$ cat src/hw/frame_pkg.sv
/*
 * frame_pkg: constants, register layout, state enumeration and carrier structs
 * for the manchester frame data manager.
 * assumes: a 32-bit APB register bus and a single pclk domain.
 */
package frame_pkg;

    // ------------------------------------------------------------------
    // register map (byte addresses)
    // ------------------------------------------------------------------
    localparam logic [11:0] OFS_CTRL = 12'h000;   // mode and length fields
    localparam logic [11:0] OFS_ID = 12'h004;     // stored identifier
    localparam logic [11:0] OFS_HDR = 12'h008;    // stored header
    localparam logic [11:0] OFS_STATUS = 12'h00C; // live state, read only

    localparam logic [15:0] CTRL_RST = 16'h0000;  // manager and oscillator off
    localparam logic [31:0] ID_RST = 32'h00000000;
    localparam logic [15:0] HDR_RST = 16'h0000;

    // ------------------------------------------------------------------
    // framing constants
    // ------------------------------------------------------------------
    localparam logic [5:0] ID_UNIT = 6'h08;       // identifier bits per length step
    localparam logic [5:0] HDR_UNIT = 6'h04;      // header bits per length step
    localparam logic [8:0] HDR_TIMEOUT = 9'h100;  // header search limit in bits
    localparam logic [2:0] BYTE_WRAP = 3'h0;      // bit position at a byte boundary
    localparam logic [11:0] HB_MAX = 12'hFFF;     // half-bit estimate before any pulse
    localparam logic [11:0] RUN_MAX = 12'hFFF;    // run counter saturation
    localparam logic [13:0] TMR_MAX = 14'h3FFF;   // on/off timer saturation

    // ------------------------------------------------------------------
    // types
    // ------------------------------------------------------------------
    typedef enum logic [2:0] {ST_OFF, ST_ID, ST_HDR, ST_DATA, ST_FILL, ST_CFG} mstate_e;

    typedef struct packed {
        logic [3:0] off_time_field;          // off time in units of OFF_UNIT cycles
        logic [3:0] on_time_field;           // on time in units of ON_UNIT cycles
        logic [1:0] rsvd;                    // reads as zero
        logic [1:0] header_length_field;     // header length step
        logic [1:0] identifier_length_field; // identifier length step
        logic strobe_osc_enable;             // internal on/off cycling
        logic data_manager_enable;           // decode and stream, else raw data
    } ctrl_s;

    typedef struct packed {
        logic psel;
        logic penable;
        logic pwrite;
        logic [11:0] paddr;
        logic [31:0] pwdata;
    } apb_req_s;

    typedef struct packed {
        logic [31:0] prdata;
        logic pready;
        logic pslverr;
    } apb_rsp_s;

    typedef struct packed {
        logic sclk;          // recovered serial clock out
        logic mosi;          // serial data out
        logic rx_power_on;   // receiver front end powered
        logic config_mode;   // configuration mode active
    } link_out_s;

    // whole state of the data manager
    typedef struct packed {
        mstate_e st;
        logic rx1, rx2;      // demodulated data synchroniser
        logic cf1, cf2;      // config select synchroniser
        logic on1, on2;      // wake forced high synchroniser
        logic ho1, ho2;      // wake forced low synchroniser
        ctrl_s ctrl;
        logic [31:0] id;
        logic [15:0] hdr;
        logic prev;          // level before current run
        logic [11:0] run;    // cycles since last transition
        logic [11:0] hb;     // half-bit period estimate
        logic at_mid;        // last transition was mid-bit
        logic [31:0] hist;   // decoded bit history
        logic [8:0] bitcnt;  // bits decoded in current search state
        logic [13:0] tmr;    // on/off timer
        logic [2:0] bitpos;  // bit position in current output byte
        logic inv;           // complemented header seen
        logic [12:0] gap;    // cycles since last output bit
        link_out_s lo;
        apb_rsp_s rsp;
    } state_s;

endpackage

$ cat src/hw/frame_data_manager.sv
/*
 * frame_data_manager: manchester decoder, identifier/header matcher, serial
 * streamer and on/off sequencer of the receive path, with an APB register port.
 * assumes: demodulated data and the wake/config pins are asynchronous to pclk;
 * the APB master holds each request until pready.
 */
// The placing of the registers and register access over APB are this design's own decisions.
//
// Functional notes
// - stream as master, data valid on falling clock
// - optional extra byte; pad last byte arbitrarily
// - match identifier or its complement, length selectable
// - match header or complement; complement inverts data
// - half-bit from shortest pulse, tracked afterwards
// - equal consecutive levels end the message
// - first half carries data, second its inverse
// - off state powers down; low wake holds it
// - identifier search ends on match or on-time
// - header search times out after 256 bits
// - after header, stream data until end marker
// - low wake forces off; low config forces config
// - pad with filler to a multiple of eight
// - wake pin overrides internal oscillator command
// - manager disabled gives raw data, clock low
// - no header timeout without strobe oscillator
// - idle output drives clock and data low
`timescale 1ns/1ps

module frame_data_manager
    import frame_pkg::*;
#(
    parameter int ON_UNIT = 512,   // cycles per on-time step
    parameter int OFF_UNIT = 512   // cycles per off-time step
) (
    input wire logic pclk,
    input wire logic presetn,
    input wire logic clk_en,
    input wire apb_req_s apb_req,
    output apb_rsp_s apb_rsp,
    input wire logic rx_data_in,
    input wire logic wake_force_on,
    input wire logic wake_hold_n,
    input wire logic config_select_n,
    output link_out_s link_out
);

    // ------------------------------------------------------------------
    // helpers
    // ------------------------------------------------------------------
    // mask of the low len bits
    function automatic logic [31:0] len_mask(input logic [5:0] len);
        logic [32:0] m;
        m = (33'h1 << len) - 33'h1;
        return m[31:0];
    endfunction

    // {exact, complement} match of the masked history
    function automatic logic [1:0] match(input logic [31:0] h, input logic [31:0] p,
                                         input logic [31:0] m);
        return {((h ^ p) & m) == 32'h0, ((~h ^ p) & m) == 32'h0};
    endfunction

    // mean of two periods
    function automatic logic [11:0] avg(input logic [11:0] a, input logic [11:0] b);
        logic [12:0] t;
        t = {1'b0, a} + {1'b0, b};
        return t[12:1];
    endfunction

    state_s s_ff;    // registered state
    state_s nxt_s;   // next state

    // ------------------------------------------------------------------
    // derived values
    // ------------------------------------------------------------------
    logic [13:0] on_cycles;    // programmed on time
    logic [13:0] off_cycles;   // programmed off time
    logic [13:0] short_thr;    // 1.5 half bits
    logic [13:0] long_thr;     // 2.5 half bits
    logic [5:0] id_len;        // identifier length in bits
    logic [5:0] hdr_len;       // header length in bits
    logic edge_seen;           // level changed this cycle
    logic bit_ev;              // a decoded bit is ready
    logic bit_val;             // its value
    logic eom_ev;              // code violation seen
    logic [31:0] hist_new;     // history including this bit
    logic [1:0] id_hit;        // {exact, complement}
    logic [1:0] hdr_hit;       // {exact, complement}
    logic apb_acc;             // first access cycle
    logic apb_wr;              // completing write

    assign on_cycles = 14'(s_ff.ctrl.on_time_field * ON_UNIT);
    assign off_cycles = 14'(s_ff.ctrl.off_time_field * OFF_UNIT);
    assign short_thr = {2'b00, s_ff.hb} + {3'b000, s_ff.hb[11:1]};
    assign long_thr = {1'b0, s_ff.hb, 1'b0} + {3'b000, s_ff.hb[11:1]};
    assign id_len = 6'((s_ff.ctrl.identifier_length_field + 3'h1) * ID_UNIT);
    assign hdr_len = 6'((s_ff.ctrl.header_length_field + 3'h1) * HDR_UNIT);
    assign edge_seen = s_ff.rx2 != s_ff.prev;
    assign hist_new = {s_ff.hist[30:0], bit_val};
    assign id_hit = (bit_ev && (s_ff.bitcnt + 9'h1) >= {3'b000, id_len})
                    ? match(hist_new, s_ff.id, len_mask(id_len)) : 2'b00;
    assign hdr_hit = (bit_ev && (s_ff.bitcnt + 9'h1) >= {3'b000, hdr_len})
                    ? match(hist_new, {16'h0000, s_ff.hdr}, len_mask(hdr_len)) : 2'b00;
    assign apb_acc = apb_req.psel && apb_req.penable && !s_ff.rsp.pready;
    assign apb_wr = apb_req.psel && apb_req.penable && s_ff.rsp.pready && apb_req.pwrite;

    // ------------------------------------------------------------------
    // manchester symbol decode
    // ------------------------------------------------------------------
    // a run of one half bit toggles the phase, a run of two lands mid-bit;
    // the bit value is the level before a mid-bit transition
    always_comb begin
        bit_ev = 1'b0;
        bit_val = s_ff.prev;
        eom_ev = 1'b0;
        if (edge_seen) begin
            if ({2'b00, s_ff.run} <= short_thr) begin
                bit_ev = !s_ff.at_mid;
            end else if ({2'b00, s_ff.run} <= long_thr) begin
                bit_ev = 1'b1;
            end else begin
                eom_ev = 1'b1;
            end
        end else if ({2'b00, s_ff.run} == long_thr + 14'h1) begin
            eom_ev = 1'b1;
        end
    end

    // ------------------------------------------------------------------
    // next state
    // ------------------------------------------------------------------
    always_comb begin
        nxt_s = s_ff;
        // synchronisers
        nxt_s.rx1 = rx_data_in;
        nxt_s.rx2 = s_ff.rx1;
        nxt_s.cf1 = config_select_n;
        nxt_s.cf2 = s_ff.cf1;
        nxt_s.on1 = wake_force_on;
        nxt_s.on2 = s_ff.on1;
        nxt_s.ho1 = wake_hold_n;
        nxt_s.ho2 = s_ff.ho1;
        // run length and clock recovery
        nxt_s.prev = s_ff.rx2;
        if (edge_seen) begin
            nxt_s.run = 12'h001;
            if (s_ff.st == ST_ID) begin
                // shortest pulse seen so far
                nxt_s.hb = (s_ff.run < s_ff.hb) ? s_ff.run : s_ff.hb;
            end else if ({2'b00, s_ff.run} <= short_thr) begin
                nxt_s.hb = avg(s_ff.hb, s_ff.run);
            end else if ({2'b00, s_ff.run} <= long_thr) begin
                nxt_s.hb = avg(s_ff.hb, {1'b0, s_ff.run[11:1]});
            end
            if ({2'b00, s_ff.run} <= short_thr) begin
                nxt_s.at_mid = !s_ff.at_mid;
            end else begin
                nxt_s.at_mid = ({2'b00, s_ff.run} <= long_thr);
            end
        end else if (s_ff.run != RUN_MAX) begin
            nxt_s.run = s_ff.run + 12'h001;
        end
        if (bit_ev) begin
            nxt_s.hist = hist_new;
            nxt_s.bitcnt = (s_ff.bitcnt == 9'h1FF) ? s_ff.bitcnt : s_ff.bitcnt + 9'h1;
        end
        // serial clock falls one half bit after it rose, data held meanwhile
        if (s_ff.gap != 13'h1FFF) begin
            nxt_s.gap = s_ff.gap + 13'h0001;
        end
        if (s_ff.lo.sclk && s_ff.gap >= {1'b0, s_ff.hb}) begin
            nxt_s.lo.sclk = 1'b0;
        end
        if (s_ff.tmr != TMR_MAX) begin
            nxt_s.tmr = s_ff.tmr + 14'h0001;
        end

        // on/off and frame sequencing
        if (!s_ff.cf2) begin
            nxt_s.st = ST_CFG;
        end else if (!s_ff.ho2) begin
            nxt_s.st = ST_OFF;
            nxt_s.tmr = 14'h0000;
        end else begin
            unique case (s_ff.st)
                ST_CFG: begin
                    nxt_s.st = ST_OFF;
                    nxt_s.tmr = 14'h0000;
                end
                ST_OFF: begin
                    // off timer ends the off phase only under the internal oscillator
                    if (s_ff.on2 || (s_ff.ctrl.strobe_osc_enable && s_ff.tmr >= off_cycles)) begin
                        nxt_s.st = ST_ID;
                    end
                end
                ST_ID: begin
                    if (s_ff.ctrl.data_manager_enable && id_hit != 2'b00) begin
                        nxt_s.st = ST_HDR;
                        nxt_s.bitcnt = 9'h000;
                    end else if (!s_ff.on2 && (!s_ff.ctrl.strobe_osc_enable
                                 || s_ff.tmr >= on_cycles)) begin
                        nxt_s.st = ST_OFF;
                        nxt_s.tmr = 14'h0000;
                    end
                end
                ST_HDR: begin
                    if (hdr_hit != 2'b00) begin
                        nxt_s.st = ST_DATA;
                        nxt_s.inv = !hdr_hit[1];
                        nxt_s.bitpos = BYTE_WRAP;
                    end else if (s_ff.ctrl.strobe_osc_enable && s_ff.bitcnt >= HDR_TIMEOUT) begin
                        nxt_s.st = ST_OFF;
                        nxt_s.tmr = 14'h0000;
                    end else if (!s_ff.ctrl.strobe_osc_enable && !s_ff.on2) begin
                        nxt_s.st = ST_OFF;
                        nxt_s.tmr = 14'h0000;
                    end
                end
                ST_DATA: begin
                    if (eom_ev) begin
                        nxt_s.st = (s_ff.bitpos != BYTE_WRAP) ? ST_FILL : ST_ID;
                        nxt_s.gap = 13'h0000;
                    end else if (bit_ev) begin
                        nxt_s.lo.mosi = bit_val ^ s_ff.inv;
                        nxt_s.lo.sclk = 1'b1;
                        nxt_s.gap = 13'h0000;
                        nxt_s.bitpos = s_ff.bitpos + 3'h1;
                    end
                end
                ST_FILL: begin
                    // one filler bit per recovered bit period
                    if (!s_ff.lo.sclk && s_ff.gap >= {s_ff.hb, 1'b0}) begin
                        if (s_ff.bitpos == BYTE_WRAP) begin
                            nxt_s.st = ST_ID;
                        end else begin
                            nxt_s.lo.mosi = 1'b0;
                            nxt_s.lo.sclk = 1'b1;
                            nxt_s.gap = 13'h0000;
                            nxt_s.bitpos = s_ff.bitpos + 3'h1;
                        end
                    end
                end
                default: begin
                    nxt_s.st = ST_OFF;
                end
            endcase
        end

        // fresh search: no partial match survives
        if (nxt_s.st == ST_ID && s_ff.st != ST_ID) begin
            nxt_s.hist = 32'h0;
            nxt_s.bitcnt = 9'h000;
            nxt_s.hb = HB_MAX;
            nxt_s.at_mid = 1'b0;
            nxt_s.inv = 1'b0;
            nxt_s.tmr = 14'h0000;
        end

        // pins outside streaming
        nxt_s.lo.rx_power_on = !(nxt_s.st == ST_OFF || nxt_s.st == ST_CFG);
        nxt_s.lo.config_mode = nxt_s.st == ST_CFG;
        if (!s_ff.ctrl.data_manager_enable) begin
            nxt_s.lo.sclk = 1'b0;
            nxt_s.lo.mosi = nxt_s.lo.rx_power_on && s_ff.rx2;
        end else if (!(nxt_s.st == ST_DATA || nxt_s.st == ST_FILL)) begin
            nxt_s.lo.sclk = 1'b0;
            nxt_s.lo.mosi = 1'b0;
        end

        // apb slave: one wait state, data and error registered
        nxt_s.rsp.pready = apb_acc;
        if (apb_acc) begin
            nxt_s.rsp.pslverr = 1'b0;
            unique case (apb_req.paddr)
                OFS_CTRL: nxt_s.rsp.prdata = {16'h0000, s_ff.ctrl};
                OFS_ID: nxt_s.rsp.prdata = s_ff.id;
                OFS_HDR: nxt_s.rsp.prdata = {16'h0000, s_ff.hdr};
                OFS_STATUS: nxt_s.rsp.prdata = {9'h000, s_ff.st, s_ff.inv, s_ff.bitpos,
                                                 4'h0, s_ff.hb};
                default: begin
                    nxt_s.rsp.prdata = 32'h0;
                    nxt_s.rsp.pslverr = 1'b1;
                end
            endcase
        end
        if (apb_wr) begin
            unique case (apb_req.paddr)
                OFS_CTRL: begin
                    nxt_s.ctrl = ctrl_s'(apb_req.pwdata[15:0]);
                    nxt_s.ctrl.rsvd = 2'b00;
                end
                OFS_ID: nxt_s.id = apb_req.pwdata;
                OFS_HDR: nxt_s.hdr = apb_req.pwdata[15:0];
                default: begin
                end
            endcase
        end
    end

    // ------------------------------------------------------------------
    // state register
    // ------------------------------------------------------------------
    always_ff @(posedge pclk or negedge presetn) begin
        if (!presetn) begin
            s_ff <= '0;
            s_ff.ctrl <= ctrl_s'(CTRL_RST);
            s_ff.id <= ID_RST;
            s_ff.hdr <= HDR_RST;
        end else if (clk_en) begin
            s_ff <= nxt_s;
        end
    end

    assign apb_rsp = s_ff.rsp;
    assign link_out = s_ff.lo;
endmodule

$ cat config.mk
export PLATFORM = sky130hd
export DESIGN_NAME = frame_data_manager
export DESIGN_NICKNAME = d
export VERILOG_FILES = /design/src/hw/frame_pkg.sv /design/src/hw/frame_data_manager.sv
export SDC_FILE = /design/constraint.sdc
export NUM_CORES = 1
export LEC_CHECK = 0
export ABC_AREA = 1
export BUFFER_PORTS_ARGS = -buffer_cell sky130_fd_sc_hd__buf_4
export CELL_PAD_IN_SITES_DETAIL_PLACEMENT = 0
export CELL_PAD_IN_SITES_GLOBAL_PLACEMENT = 1
export CORE_MARGIN = 8
export CORE_UTILIZATION = 50
export DETAILED_ROUTE_END_ITERATION = 7
export GPL_ROUTABILITY_DRIVEN = 0
export PLACE_DENSITY_LB_ADDON = 0.1
export SLEW_MARGIN = 30
export SYNTH_ARGS = -nofsm -noshare
export SYNTH_HDL_FRONTEND = slang
export SYNTH_SLANG_ARGS = --single-unit
$ cat constraint.sdc
create_clock -name pclk -period 12.4 [get_ports pclk]
set_input_delay 0.62 -clock pclk [delete_from_list [all_inputs] [get_ports pclk]]
set_output_delay 0.62 -clock pclk [all_outputs]
set_load 0.01 [all_outputs]
==> flow_summary.yaml <==
global_route:
  overflow: 0
  grt_pass1_wl_mm: 75.97
  grt_start_max_net_pins: 81
  track_usage_pct: 26.08
  grt_antenna_before_repair: 0
  grt_pass1_vias: 13437
yosys:
  synth_cell_types: 56
  synthAdderAreaFrac_pct: 11.06
  syn_area_mm2: 0.01537
  synth_nets: 2242
  synth_seq_cells: 208
  yosys.area_share.simple_pct: 24.85
  synth_compound_gate_area_share_pct: 14.09
  ys_seq_area_share_pct: 33.87
  synth_xor_area_share_pct: 5.186
  netlist_instances: 2054
  syn_area_per_cell_um2: 7.482
  synth.area.mux_share_pct: 1.645
  yosysMostFrequentCell: "nand2_1"
  async_flop_share_pct: 100.0
  synth.top_cell.area_share_pct: 33.87
  ys_top_cells_by_count: "490 x nand2_1, 243 x inv_1, 208 x dfrtp_1"
  synth-edff-count: 0
  synth_ff_type: "dfrtp_1"
  synth_area_leaders: "dfrtp_1 34%, nand2_1 12%, ha_1 11%"
  yosysWarnings: 0
  synth_top_family_by_area: "simple AND/OR/NAND/NOR gates"
  synth_top_area_cell: "dfrtp_1"
worst_setup_path:
  worstPathRequired_ps: 12810
  critPathBufInv: 2
  crit_arrival_ps: 6870
  crit_top_cell: "a21oi_1"
  critical_path_class: "reg2reg"
  cp_slowest_stage_delay_ps: 480
  critPathMaxFanout: 24
  start_kind: "flip-flop"
  cp_slowest_cell: "dfrtp_1"
  crit_family: "compound AO/OA/AOI/OAI gates"
  end_kind: "flip-flop"
timing:
  worst_pin_slew_ps: 846.5
  fmax_mhz: 154.7
  period_share_pct: 52.12
  slew_viol_final: 0
  fin_crit_ps: 6463
  setup_violations: 0
  clock_skew_ps: 13.44
  rsz0062_at_grt: "false"
  slew_headroom_pct: 43.51
  finalSetupTns_ps: 0
  final_hold_viol_count: 0
cells_and_area:
  layout.nets: 2285
  syn2layout_area_growth_pct: 10.46
  fin_area_mm2: 0.01698
  drive_above_1_share_pct: 9.886
detailed_routing:
  wl_per_cell_um: 18.90
  drc: 0
  via_per_inst: 5.613
  ant_nets: 0
  dr.pass1.iters: 5
  wl_mm: 47.47
  via_count: 14093
  drt_first_iter_violations: 1201
power_and_ir_drop:
  power.switching_mw: 1.393
  pwr-share-seq_pct: 29.0
  clkPwrFrac_pct: 22.8
  combPwrFrac_pct: 48.3
  p_sw_share_pct: 45.13
  cellPowerDensity_mw_per_mm2: 181.9
  leakagePower_nw: 8.510
  ir_drop_mv: 0.1080
  intPower_mw: 1.694
floorplan:
  die_area_mm2: 0.03660
  io_pins: 92
  start_util_pct: 50.50
  num_rows: 64
  core_mm2: 0.03043
  die_y_um: 191.3
  fp.dieW_um: 191.3
clock_tree:
  cts-resized-gates: 0
  post_cts_buffers: 0
  cts_sinks: 208
  clockRootBuffer: "clkbuf_16"
  clk_latency_ps: 520
  clk_pin_slew_ps: 60
  hold_buffers: 0
  cts_tree: "yes"
  numCtsBuffers: 24
  cts_max_path_buffers: 3
  h-tree-depth: 1
placement:
  port_buffers: 91
  hpwl_mm: 36.13
  dpl_cell_area_mm2: 0.01618
run_status:
  status: "completed"
hold_path:
  hold_class: "in2async"
job:
  maxCapViolations: 0
-- registers in the layout (all words and copies together), names as in the netlist --
name      cells
hist_new     31
link_out      4
s_ff        133
bit_val       1
nxt_s         5
apb_rsp      34
-- metrics by stage --
stage,std cells,utilization [%],power (mW),setup slack (ps),hold slack [ps]
after detailed placement,2467,53.19,2.356,6132,460.7
final,2511,55.79,3.087,5937,37.09
after global routing,2510,55.78,3.339,5194,81.20
after floorplan,2054,-,1.951,7020,324.4
after CTS,2510,55.77,3.071,6070,74.19
after global placement,2467,53.15,2.328,6235,454.6
-- layout make-up --
cell class                 instances  area [µm²]
fill                            2982       13450
multi-input combinational       1508        8745
sequential                       208        5205
inverter                         249       934.6
timing repair buffer             106       807.0
clock buffer                      35       743.2
tap                              396       495.5
clock inverter                     8       42.54
antenna                            1       2.502
-- final timing paths --
| path | from | end | slack (ps) | cells after the start |
|---|---|---|---|---|
| max in group asynchronous | presetn | s_ff[48]$_DFFE_PN0P_ | 11110 | 2 |
| min in group pclk | config_select_n | nxt_s[204]$_DFFE_PN0P_ | 310 | 3 |
| worst max-delay path | s_ff[113]$_DFFE_PN0P_ | s_ff[122]$_DFFE_PN0P_ | 5940 | 35 |
| worst max register to register | s_ff[113]$_DFFE_PN0P_ | s_ff[122]$_DFFE_PN0P_ | 5940 | 35 |
| worst min register to register | nxt_s[200]$_DFFE_PN0P_ | nxt_s[200]$_DFFE_PN0P_ | 470 | 2 |
| worst min-delay path | presetn | apb_rsp[29]$_DFFE_PN0P_ | 40 | 1 |
-- cells by family after synthesis --
logic type	Yosys count
adders and majority gates	134
AOI/OAI and AO/OA	383
and+or+nand+nor	877
xor gates and xnor gates	91
muxes	23
buffers and inverters	338
DFF	208
-- layer usage --
| metal | GRT usage (%) | up-vias | part of all wire, % |
|---|---|---|---|
| met3 | 4.615 | 48 | 7.5 |
| met1 | 39.24 | 6720 | 48 |
| met4 | 4.973 | 0 | 1.8 |
| met5 | 0 | - | 0 |
| li1 | - | 6877 | - |
| met2 | 38.67 | 448 | 42 |
-- cells in the final DEF (no fill, tap or decap), types with 5 or more instances in the layout --
cell	instances
nand2_1	489
inv_1	243
dfrtp_1	208
o21ai_0	192
nand3_1	132
ha_1	131
nor2_1	126
buf_4	104
a21oi_1	80
xor2_1	57
nand4_1	39
nor3_1	37
xnor2_1	34
clkbuf_16	25
o21ai_1	23
mux2_2	18
o22ai_1	17
a22o_1	13
nand2_2	10
nand3b_1	10
o31ai_1	9
o21bai_1	8
clkbuf_8	8
a21o_1	7
nor4_1	7
o211ai_1	7
clkinv_2	7
inv_2	6
nand3_2	6
or2_2	5
mux2i_1	5
-- power groups by stage --
stage	Sequential [mW]	Combinational, mW	Clock (mW)
6_report	0.894	1.49	0.703
5_1_grt	0.906	1.69	0.744
4_1_cts	0.891	1.47	0.715
3_5_place_dp	0.903	1.45	0
3_3_place_gp	0.900	1.43	0
2_1_floorplan	0.855	1.10	0
(Power assumes the default switching activity.)
